File: src/core/i2c_ctl_map.svh
`ifndef I2C_CTL_MAP_SVH
`define I2C_CTL_MAP_SVH

// ****************************************
// Register offsets
// ****************************************
`define CTRL_OFS 8'h00
`define STAT_OFS 8'h04

// ****************************************
// Control word layout
// ****************************************
`define CTRL_RESET 16'h0000
`define CTRL_WMASK 16'h9FE1
`define SRST_BIT 15
`define CRCX_BIT 12
`define ACKP_BIT 11
`define ACKE_BIT 10
`define STOPR_BIT 9
`define STARTR_BIT 8
`define STRD_BIT 7
`define GCA_BIT 6
`define CRCE_BIT 5
`define EN_BIT 0

// ****************************************
// Status word layout
// ****************************************
`define ST_BUSY_BIT 0
`define ST_AMATCH_BIT 1
`define ST_BYTEF_BIT 2
`define ST_ARBL_BIT 4
`define ST_CRCERR_BIT 5

// ****************************************
// Timing and constants
// ****************************************
`define HALF_NS 5000
`define CLK_MHZ 20
`define HALF_CYC ((`HALF_NS * `CLK_MHZ + 999) / 1000)
`define CRC_POLY 8'h07
`define OWN_ADDR_DEF 7'h3A
`define IDLE_LINE 1'b1

`endif

File: src/core/i2c_ctl_pkg.sv
package i2c_ctl_pkg;

  typedef logic [31:0] apb_data_t;
  typedef logic [7:0] apb_addr_t;
  typedef logic [15:0] ctrl_word_t;

  typedef enum logic [2:0] {
    S_IDLE = 3'b000,
    S_ADDR = 3'b001,
    S_AACK = 3'b010,
    S_DATA = 3'b011,
    S_DACK = 3'b100
  } slave_state_t;

  typedef enum logic [2:0] {
    M_IDLE = 3'b000,
    M_START = 3'b001,
    M_HOLD = 3'b010,
    M_STOP_A = 3'b011,
    M_STOP_B = 3'b100
  } master_state_t;

endpackage

File: src/core/crc8_unit.sv
`timescale 1ns/1ps

module crc8_unit #(
  parameter logic [7:0] POLY = 8'h07
) (
  input wire logic clk,
  input wire logic rst_n,
  input wire logic clear,
  input wire logic enable,
  input wire logic bit_valid,
  input wire logic bit_in,
  output logic [7:0] crc
);

  logic feedback;

  assign feedback = crc[7] ^ bit_in;

  always_ff @(posedge clk or negedge rst_n) begin
    if (!rst_n) begin
      crc <= 8'h00;
    end else if (clear || !enable) begin
      crc <= 8'h00;
    end else if (bit_valid) begin
      crc <= {crc[6:0], 1'b0} ^ (feedback ? POLY : 8'h00);
    end
  end

endmodule

File: src/core/i2c_control_one.sv
// How it works
// - Soft reset bit holds engine in reset
// - Crc transfer bit cleared by hardware events
// - Lost arbitration makes crc result invalid
// - Position clear: ack/crc apply to current byte
// - Position set: ack/crc apply to next byte
// - Ack enable acknowledges received bytes, except a byte ended by slave stop request
// - Stop request makes stop, cleared on stop
// - Slave stop request releases lines after byte
// - Start request makes start, then self clears
// - Slave stretches clock unless stretch disabled
// - General call accept acks address zero
// - Crc check enable switches crc unit
// - Disable finishes transfer, then clears bits
// - Registers take half-word or word access
//
// The implementer's own choice: the APB interface to the registers.
`timescale 1ns/1ps
`include "i2c_ctl_map.svh"

module i2c_control_one #(
  parameter logic [6:0] OWN_ADDR = `OWN_ADDR_DEF,
  parameter int HALF_CYC = `HALF_CYC
) (
  input wire logic pclk,
  input wire logic presetn,
  input wire logic psel,
  input wire logic penable,
  input wire logic pwrite,
  input wire i2c_ctl_pkg::apb_addr_t paddr,
  input wire i2c_ctl_pkg::apb_data_t pwdata,
  input wire logic [3:0] pstrb,
  output i2c_ctl_pkg::apb_data_t prdata,
  output logic pready,
  output logic pslverr,
  input wire logic scl_i,
  output logic scl_o,
  output logic scl_oe_n,
  input wire logic sda_i,
  output logic sda_o,
  output logic sda_oe_n
);
  import i2c_ctl_pkg::*;

  // ****************************************
  // Line sampling
  // ****************************************
  logic scl_s, sda_s, scl_q_ff, sda_q_ff;
  logic start_det, stop_det, scl_rise, scl_fall;

  line_sync #(.RESET_VAL(`IDLE_LINE)) u_scl_sync (
    .clk(pclk),
    .rst_n(presetn),
    .async_in(scl_i),
    .sync_out(scl_s)
  );

  line_sync #(.RESET_VAL(`IDLE_LINE)) u_sda_sync (
    .clk(pclk),
    .rst_n(presetn),
    .async_in(sda_i),
    .sync_out(sda_s)
  );

  always_ff @(posedge pclk or negedge presetn) begin
    if (!presetn) begin
      scl_q_ff <= `IDLE_LINE;
      sda_q_ff <= `IDLE_LINE;
    end else begin
      scl_q_ff <= scl_s;
      sda_q_ff <= sda_s;
    end
  end

  assign start_det = scl_s & scl_q_ff & sda_q_ff & ~sda_s;
  assign stop_det = scl_s & scl_q_ff & ~sda_q_ff & sda_s;
  assign scl_rise = scl_s & ~scl_q_ff;
  assign scl_fall = ~scl_s & scl_q_ff;

  // ****************************************
  // Declarations
  // ****************************************
  ctrl_word_t ctrl_ff, nxt_ctrl, wr_val;
  slave_state_t slv_ff;
  master_state_t mst_ff;
  logic pready_ff, pslverr_ff;
  apb_data_t prdata_ff;
  logic wr_hit, wr_ctrl, wr_stat, acc_first;
  logic srst, en, acke, ackp, crcx, stopr, startr, strd, gca, crce;
  logic busy_ff, master_ff, addr_flag_ff, byte_flag_ff, arb_ff, crc_err_ff;
  logic crc_valid_ff, ack_next_ff, crc_next_ff, ack_drv_ff, scl_hold_ff;
  logic [3:0] cnt_ff;
  logic [7:0] shift_ff, crc_val;
  logic [11:0] timer_ff;
  logic ack_use, crc_mark, addr_hit, addr_done, byte_done, crc_done;
  logic start_sent, arb_evt, disabled_idle;
  logic scl_o_ff, sda_o_ff, scl_oe_n_ff, sda_oe_n_ff;

  assign srst = ctrl_ff[`SRST_BIT];
  assign en = ctrl_ff[`EN_BIT];
  assign acke = ctrl_ff[`ACKE_BIT];
  assign ackp = ctrl_ff[`ACKP_BIT];
  assign crcx = ctrl_ff[`CRCX_BIT];
  assign stopr = ctrl_ff[`STOPR_BIT];
  assign startr = ctrl_ff[`STARTR_BIT];
  assign strd = ctrl_ff[`STRD_BIT];
  assign gca = ctrl_ff[`GCA_BIT];
  assign crce = ctrl_ff[`CRCE_BIT];

  // ****************************************
  // APB slave
  // ****************************************
  assign acc_first = psel & penable & ~pready_ff;
  assign wr_hit = psel & penable & pready_ff & pwrite;
  assign wr_ctrl = wr_hit & (paddr == `CTRL_OFS);
  assign wr_stat = wr_hit & (paddr == `STAT_OFS);
  assign wr_val = {pstrb[1] ? pwdata[15:8] : ctrl_ff[15:8],
                   pstrb[0] ? pwdata[7:0] : ctrl_ff[7:0]} & `CTRL_WMASK;

  always_ff @(posedge pclk or negedge presetn) begin
    if (!presetn) begin
      pready_ff <= 1'b0;
      pslverr_ff <= 1'b0;
      prdata_ff <= 32'h0000_0000;
    end else begin
      pready_ff <= acc_first;
      pslverr_ff <= acc_first & (paddr != `CTRL_OFS) & (paddr != `STAT_OFS);
      if (acc_first && !pwrite) begin
        if (paddr == `CTRL_OFS) begin
          prdata_ff <= {16'h0000, ctrl_ff};
        end else if (paddr == `STAT_OFS) begin
          prdata_ff <= {16'h0000, crc_val, 1'b0, crc_valid_ff, crc_err_ff, arb_ff,
                        master_ff, byte_flag_ff, addr_flag_ff, busy_ff};
        end else begin
          prdata_ff <= 32'h0000_0000;
        end
      end
    end
  end

  // ****************************************
  // Control register
  // ****************************************
  assign disabled_idle = ~en & ~busy_ff;

  always_comb begin
    nxt_ctrl = ctrl_ff;
    if (crc_done || start_det || stop_det) begin
      nxt_ctrl[`CRCX_BIT] = 1'b0;
    end
    if (stop_det) begin
      nxt_ctrl[`STOPR_BIT] = 1'b0;
    end
    if (start_sent) begin
      nxt_ctrl[`STARTR_BIT] = 1'b0;
    end
    if (disabled_idle) begin
      nxt_ctrl = nxt_ctrl & ~(16'h1F00);
    end
    if (wr_ctrl) begin
      nxt_ctrl = wr_val;
    end
    if (nxt_ctrl[`SRST_BIT]) begin
      nxt_ctrl = nxt_ctrl & 16'h8000;
    end
  end

  always_ff @(posedge pclk or negedge presetn) begin
    if (!presetn) begin
      ctrl_ff <= `CTRL_RESET;
    end else begin
      ctrl_ff <= nxt_ctrl;
    end
  end

  // ****************************************
  // Bus state and status flags
  // ****************************************
  always_ff @(posedge pclk or negedge presetn) begin
    if (!presetn) begin
      busy_ff <= 1'b0;
      crc_valid_ff <= 1'b0;
    end else if (srst) begin
      busy_ff <= 1'b0;
      crc_valid_ff <= 1'b0;
    end else begin
      if (start_det) begin
        busy_ff <= 1'b1;
      end else if (stop_det) begin
        busy_ff <= 1'b0;
      end
      if (arb_evt) begin
        crc_valid_ff <= 1'b0;
      end else if (start_det) begin
        crc_valid_ff <= 1'b1;
      end
    end
  end

  always_ff @(posedge pclk or negedge presetn) begin
    if (!presetn) begin
      addr_flag_ff <= 1'b0;
      byte_flag_ff <= 1'b0;
      arb_ff <= 1'b0;
      crc_err_ff <= 1'b0;
    end else if (srst) begin
      addr_flag_ff <= 1'b0;
      byte_flag_ff <= 1'b0;
      arb_ff <= 1'b0;
      crc_err_ff <= 1'b0;
    end else begin
      if (wr_stat && pstrb[0]) begin
        addr_flag_ff <= addr_flag_ff & ~pwdata[`ST_AMATCH_BIT];
        byte_flag_ff <= byte_flag_ff & ~pwdata[`ST_BYTEF_BIT];
        arb_ff <= arb_ff & ~pwdata[`ST_ARBL_BIT];
        crc_err_ff <= crc_err_ff & ~pwdata[`ST_CRCERR_BIT];
      end
      if (addr_done && addr_hit) begin
        addr_flag_ff <= 1'b1;
      end
      if (byte_done) begin
        byte_flag_ff <= 1'b1;
      end
      if (arb_evt) begin
        arb_ff <= 1'b1;
      end
      if (crc_done && crce && crc_valid_ff && (crc_val != 8'h00)) begin
        crc_err_ff <= 1'b1;
      end
    end
  end

  // ****************************************
  // Packet error check
  // ****************************************
  crc8_unit #(.POLY(`CRC_POLY)) u_crc (
    .clk(pclk),
    .rst_n(presetn),
    .clear(start_det | srst),
    .enable(crce),
    .bit_valid(scl_rise & ((slv_ff == S_ADDR) | (slv_ff == S_DATA)) & (cnt_ff != 4'h8)),
    .bit_in(sda_s),
    .crc(crc_val)
  );

  // ****************************************
  // Slave receiver
  // ****************************************
  assign ack_use = ackp ? ack_next_ff : acke;
  assign crc_mark = ackp ? crc_next_ff : crcx;
  assign addr_hit = (shift_ff[7:1] == OWN_ADDR) | ((shift_ff[7:1] == 7'h00) & gca);
  assign addr_done = (slv_ff == S_ADDR) & (cnt_ff == 4'h8) & scl_fall;
  assign byte_done = (slv_ff == S_DATA) & (cnt_ff == 4'h8) & scl_fall;
  assign crc_done = byte_done & crc_mark;

  always_ff @(posedge pclk or negedge presetn) begin
    if (!presetn) begin
      slv_ff <= S_IDLE;
      cnt_ff <= 4'h0;
      shift_ff <= 8'h00;
      ack_drv_ff <= 1'b0;
      ack_next_ff <= 1'b0;
      crc_next_ff <= 1'b0;
    end else if (srst) begin
      slv_ff <= S_IDLE;
      ack_drv_ff <= 1'b0;
    end else if (stop_det) begin
      slv_ff <= S_IDLE;
      ack_drv_ff <= 1'b0;
    end else if (start_det) begin
      slv_ff <= en ? S_ADDR : S_IDLE;
      cnt_ff <= 4'h0;
      ack_drv_ff <= 1'b0;
    end else begin
      if (addr_done || byte_done) begin
        ack_next_ff <= acke;
        crc_next_ff <= crcx;
      end
      case (slv_ff)
        S_ADDR, S_DATA: begin
          if (scl_rise && cnt_ff != 4'h8) begin
            shift_ff <= {shift_ff[6:0], sda_s};
            cnt_ff <= cnt_ff + 4'h1;
          end
          if (addr_done) begin
            slv_ff <= addr_hit ? S_AACK : S_IDLE;
            ack_drv_ff <= addr_hit & ack_use;
          end else if (byte_done) begin
            if (stopr && mst_ff == M_IDLE) begin
              slv_ff <= S_IDLE;
            end else begin
              slv_ff <= S_DACK;
              ack_drv_ff <= ack_use;
            end
          end
        end
        S_AACK, S_DACK: begin
          if (scl_fall) begin
            slv_ff <= S_DATA;
            cnt_ff <= 4'h0;
            ack_drv_ff <= 1'b0;
          end
        end
        default: begin
          slv_ff <= S_IDLE;
        end
      endcase
    end
  end

  always_ff @(posedge pclk or negedge presetn) begin
    if (!presetn) begin
      scl_hold_ff <= 1'b0;
    end else begin
      scl_hold_ff <= ~srst & ~strd & (slv_ff != S_IDLE) & (addr_flag_ff | byte_flag_ff)
                     & (scl_hold_ff | scl_fall);
    end
  end

  // ****************************************
  // Master start and stop generator
  // ****************************************
  assign start_sent = (mst_ff == M_START) & (timer_ff == 12'h000) & scl_s;
  assign arb_evt = ((mst_ff == M_START) & ~scl_s)
                 | ((mst_ff == M_STOP_B) & (timer_ff == 12'h000) & ~sda_s);

  always_ff @(posedge pclk or negedge presetn) begin
    if (!presetn) begin
      mst_ff <= M_IDLE;
      timer_ff <= 12'h000;
      master_ff <= 1'b0;
    end else if (srst) begin
      mst_ff <= M_IDLE;
      timer_ff <= 12'h000;
      master_ff <= 1'b0;
    end else begin
      if (timer_ff != 12'h000) begin
        timer_ff <= timer_ff - 12'h001;
      end
      case (mst_ff)
        M_IDLE: begin
          master_ff <= 1'b0;
          if (startr && en && !busy_ff && slv_ff == S_IDLE) begin
            mst_ff <= M_START;
            timer_ff <= 12'(HALF_CYC - 1);
          end
        end
        M_START: begin
          if (arb_evt) begin
            mst_ff <= M_IDLE;
          end else if (start_sent) begin
            mst_ff <= M_HOLD;
            master_ff <= 1'b1;
          end
        end
        M_HOLD: begin
          if (stopr) begin
            mst_ff <= M_STOP_A;
            timer_ff <= 12'(HALF_CYC - 1);
          end
        end
        M_STOP_A: begin
          if (timer_ff == 12'h000) begin
            mst_ff <= M_STOP_B;
            timer_ff <= 12'(HALF_CYC - 1);
          end
        end
        M_STOP_B: begin
          if (timer_ff == 12'h000) begin
            mst_ff <= M_IDLE;
          end
        end
        default: begin
          mst_ff <= M_IDLE;
        end
      endcase
    end
  end

  // ****************************************
  // Line drivers
  // ****************************************
  always_ff @(posedge pclk or negedge presetn) begin
    if (!presetn) begin
      scl_o_ff <= 1'b0;
      sda_o_ff <= 1'b0;
      scl_oe_n_ff <= 1'b1;
      sda_oe_n_ff <= 1'b1;
    end else begin
      scl_o_ff <= 1'b0;
      sda_o_ff <= 1'b0;
      scl_oe_n_ff <= ~((mst_ff == M_HOLD) | scl_hold_ff);
      sda_oe_n_ff <= ~((mst_ff == M_START) | (mst_ff == M_HOLD) | (mst_ff == M_STOP_A)
                     | (((slv_ff == S_AACK) | (slv_ff == S_DACK)) & ack_drv_ff));
    end
  end

  assign prdata = prdata_ff;
  assign pready = pready_ff;
  assign pslverr = pslverr_ff;
  assign scl_o = scl_o_ff;
  assign sda_o = sda_o_ff;
  assign scl_oe_n = scl_oe_n_ff;
  assign sda_oe_n = sda_oe_n_ff;
endmodule

File: src/core/line_sync.sv
`timescale 1ns/1ps

module line_sync #(
  parameter logic RESET_VAL = 1'b1
) (
  input wire logic clk,
  input wire logic rst_n,
  input wire logic async_in,
  output logic sync_out
);

  logic meta_ff;

  always_ff @(posedge clk or negedge rst_n) begin
    if (!rst_n) begin
      meta_ff <= RESET_VAL;
      sync_out <= RESET_VAL;
    end else begin
      meta_ff <= async_in;
      sync_out <= meta_ff;
    end
  end

endmodule

File: config.mk
export PLATFORM = sky130hd
export DESIGN_NAME = i2c_control_one
export DESIGN_NICKNAME = d
export VERILOG_FILES = /design/src/core/i2c_ctl_pkg.sv /design/src/core/crc8_unit.sv /design/src/core/i2c_control_one.sv /design/src/core/line_sync.sv
export VERILOG_INCLUDE_DIRS = /design/src /design/src/core
export SDC_FILE = /design/constraint.sdc
export NUM_CORES = 1
export LEC_CHECK = 0
export BUFFER_PORTS_ARGS = -buffer_cell sky130_fd_sc_hd__clkbuf_2
export CELL_PAD_IN_SITES_DETAIL_PLACEMENT = 1
export CELL_PAD_IN_SITES_GLOBAL_PLACEMENT = 2
export CORE_MARGIN = 2
export CORE_UTILIZATION = 35
export CTS_BUF_LIST = sky130_fd_sc_hd__clkbuf_2
export DETAILED_ROUTE_END_ITERATION = 8
export PLACE_DENSITY = 0.89
export SYNTH_ARGS = -nofsm -noshare
export SYNTH_HDL_FRONTEND = slang
export SYNTH_SLANG_ARGS = --single-unit
File: constraint.sdc
create_clock -name pclk -period 3 [get_ports pclk]
set_clock_uncertainty 0.2 [all_clocks]
set_input_delay 0.9 -clock pclk [delete_from_list [all_inputs] [get_ports pclk]]
set_output_delay 0.9 -clock pclk [all_outputs]
set_load 0.005 [all_outputs]
==> impl_metrics.env <==
export IMPL_status="finished, final reports clean"
export IMPL_grt_pass1_vias=3444
export IMPL_placed_cell_area_um2=4570
export IMPL_vias=3249
export IMPL_port_buffers=49
export IMPL_design_final_nets=522
export IMPL_synth_area_leaders="dfrtp_1 (46%), dfstp_2 (5.0%), mux2i_1 (4.5%)"
export IMPL_setup_repair_after_global_routing_missed_its_margin="no"
export IMPL_worstReg2RegStart="timer_ff[5]"
export IMPL_yosysWarningCount=0
export IMPL_overall_routing_resource_usage_pct=17.4
export IMPL_antenna_violations_before_repair=0
export IMPL_setup_reg_to_reg_worst_slack_ns=0.65
export IMPL_timing_hold_worst_start="u_scl_sync.meta_ff"
export IMPL_ir_drop_uv=227
export IMPL_largest_net_degree_at_the_start_of_global_routing=43
export IMPL_post_route_cells_drive_above_1_share_pct=22.6
export IMPL_maxClockFrequency_mhz=422
export IMPL_max_slew_worst_pin_slew_ns=0.658
export IMPL_hpwl_um=7850
export IMPL_cts_root_buffer="clkbuf_2"
export IMPL_setup_worst_path_start_class="input pin"
export IMPL_synth_top_area_share_pct=46.0
export IMPL_clk_pin_slew_worst_paths_ns=0.23
export IMPL_critical_path_peak_fanout=5
export IMPL_reg2regPathDepth=6
export IMPL_number_of_standard_cell_rows_in_the_floorplan=39
export IMPL_pleak_nw=2.30
export IMPL_worst_setup_path_end_kind="register"
export IMPL_crit_required_ns=3.33
export IMPL_antenna_cells_inserted=0
export IMPL_hold_depth=0
export IMPL_sequential_area_share_after_synthesis_pct=51.1
export IMPL_cts_buffers_inserted=9
export IMPL_maxCapViolCount=0
export IMPL_flow_area_growth_from_synthesis_pct=12.6
export IMPL_route_antenna_remaining_nets=0
export IMPL_post_dr_vias_cell=5.30
export IMPL_netlist_top_cells_count="dfrtp_1 (77), nor2_1 (43), nand2_1 (29)"
export IMPL_syn_mean_instance_area_um2=10.2
export IMPL_setup_worst_path_class="in -> reg"
export IMPL_dpl_worst_slack_ns=0.00806
export IMPL_fp_dieW_um=113
export IMPL_cts_repair_timing_setup_buffer_count=0
export IMPL_gr_total_overflow=0
export IMPL_tritoncts_num_sinks=85
export IMPL_core_area_um2=11600
export IMPL_r2r_end="ctrl_ff[8]"
export IMPL_first_pass_grt_wire_length_um=17600
export IMPL_ys_async_sr_fraction_pct=100
export IMPL_synthCells=410
export IMPL_arrival_ns=2.70
export IMPL_fin_crit_ns=2.37
export IMPL_clock_insertion_delay_worst_skew_ns=0.58
export IMPL_initial_standard_cell_utilization_of_the_core_pct=36.2
export IMPL_final_critical_path_share_of_the_clock_period_pct=78.9
export IMPL_worst_slew_margin_rel_pct=55.0
export IMPL_power_density_cell_area_nw_per_um2=593
export IMPL_die_extent_in_y_um=113
export IMPL_finalMaxSlewViolations=0
export IMPL_gp_congestion=0.818
export IMPL_whs_endpoint="u_scl_sync.sync_out"
export IMPL_report_final_setup_viol=0
export IMPL_layout_filler_cells=1345
export IMPL_post_synth_design_cell_area_um2=4190
export IMPL_clock_tree_buffer_depth=2
export IMPL_post_route_drc_count=0
export IMPL_drt_wl_total_um=10500
export IMPL_setup_ws_ns=0.633
export IMPL_synth_most_common_cell="dfrtp_1"
export IMPL_clock_tree_htree_level_count=3
export IMPL_edff_count_synth=0
export IMPL_stdcell_area_um2=4710
export IMPL_flip_flop_and_latch_count_after_synthesis=85
export IMPL_fin_setup_tns_ns=0
export IMPL_hold_viol_final=0
export IMPL_route_detailed_wl_per_inst_um=17.2
export IMPL_synth_lib_cells_used_distinct=54
export IMPL_cts_tree="built"
export IMPL_die_area_um2=12800
export IMPL_first_iter_violations=142
export IMPL_timing_hold_worst_class="reg -> reg"
export IMPL_drt_pass1_iter_count=4
export IMPL_synth_top_flop_cell="dfrtp_1"
export IMPL_library_cell_with_the_largest_summed_area_after_synthesis="dfrtp_1"
export IMPL_floorplan_io_pins=89
## placed cells by master (no fill, tap or decap), drive strengths merged, types with 2 or more instances in the layout
| cell type | n |
|---|---|
| a211oi | 3 |
| a31oi | 5 |
| nand3 | 8 |
| clkbuf | 57 |
| a21oi | 23 |
| o31ai | 2 |
| nor2 | 44 |
| nand4b | 5 |
| mux2 | 12 |
| nand4 | 5 |
| nand3b | 6 |
| xnor2 | 7 |
| and2 | 2 |
| clkinv | 3 |
| nor4 | 6 |
| and3 | 4 |
| ha | 5 |
| mux2i | 19 |
| buf | 10 |
| a2111oi | 2 |
| or2 | 5 |
| a32oi | 2 |
| inv | 15 |
| conb | 18 |
| dfrtp | 77 |
| o21ai | 21 |
| dfstp | 8 |
| a22o | 10 |
| xor2 | 4 |
| nand2b | 6 |
| nor2b | 4 |
| bufinv | 2 |
| a32o | 3 |
| or3 | 9 |
| a21o | 2 |
| nand2 | 29 |
| nor3 | 13 |
## per-stage QoR
stage / hold slack (ns) / utilization [%] / instances / power (mW)
floorplan: 0.145 / - / 427 / 1.92
global placement: 0.146 / 39.5 / 597 / 2.07
detailed placement: 0.147 / 39.5 / 597 / 2.12
CTS: 0.151 / 40.8 / 613 / 2.82
global route: 0.148 / 40.8 / 613 / 2.97
finish: 0.173 / 40.8 / 613 / 2.79
## critical path, stage by stage
cell and delay, ns:
clkbuf_2 0.08, or4_4 0.55, nor4_4 0.41, nor3_1 0.11, a211oi_2 0.41, a32o_1 0.24
## layer usage
metal	vias to the layer above	track usage, %	wire (um)
li1	1535	-	-
met1	1632	23.1	4940
met2	66	28.7	5080
met3	16	3.11	314
met4	0	6.26	188
met5	-	0	0
## flip-flops by register name, summed over array words and instances, names as in the netlist, 3 cells and up
register / cells
prdata: 16
u_crc.crc: 8
timer_ff: 12
ctrl_ff: 10
cnt_ff: 4
mst_ff: 3
slv_ff: 3
shift_ff: 8
## cell families (layout without fill, tap and decap cells)
| logic type | Yosys count | count (layout) | share of synthesized area, % |
|---|---|---|---|
| adders and majority gates | 5 | 5 | 1.49 |
| buffers and inverters | 46 | 89 | 5.77 |
| AOI/OAI and AO/OA | 80 | 80 | 12.5 |
| xor gates and xnor gates | 11 | 11 | 2.30 |
| DFF | 85 | 85 | 51.1 |
| other | 1 | 18 | 0.0896 |
| and+or+nand+nor | 151 | 151 | 19.0 |
| muxes | 31 | 31 | 7.77 |
## worst max-delay path by stage
| stage | startpoint | end | cells after the start |
|---|---|---|---|
| 3_5_place_dp | paddr[6] | ctrl_ff[9] | 6 |
| 5_1_grt | timer_ff[5] | timer_ff[0] | 7 |
| 3_3_place_gp | paddr[6] | ctrl_ff[8] | 6 |
| 4_1_cts | timer_ff[5] | ctrl_ff[8] | 6 |
| 2_1_floorplan | paddr[6] | ctrl_ff[8] | 5 |
| 6_report | paddr[6] | ctrl_ff[9] | 6 |
## final cells by class
class	count	area, um^2	area share, %
Sequential cell	85	2140	45.3
Multi-Input combinational cell	296	1870	39.7
Timing Repair Buffer	59	338	7.17
Tap cell	143	179	3.80
Clock inverter	6	88.8	1.88
Inverter	15	56.3	1.19
Clock buffer	9	45.0	0.955
## repair_timing
action	4_1_cts	5_1_grt
hold endpoints to repair	15	0
hold buffers	1	0
resized for setup	0	0
## power by group
part | internal, mW | switching, mW
clock network | 0.271 | 0.422
logic | 0.336 | 0.366
registers | 1.28 | 0.116
Power figures use the tool's default switching activity.
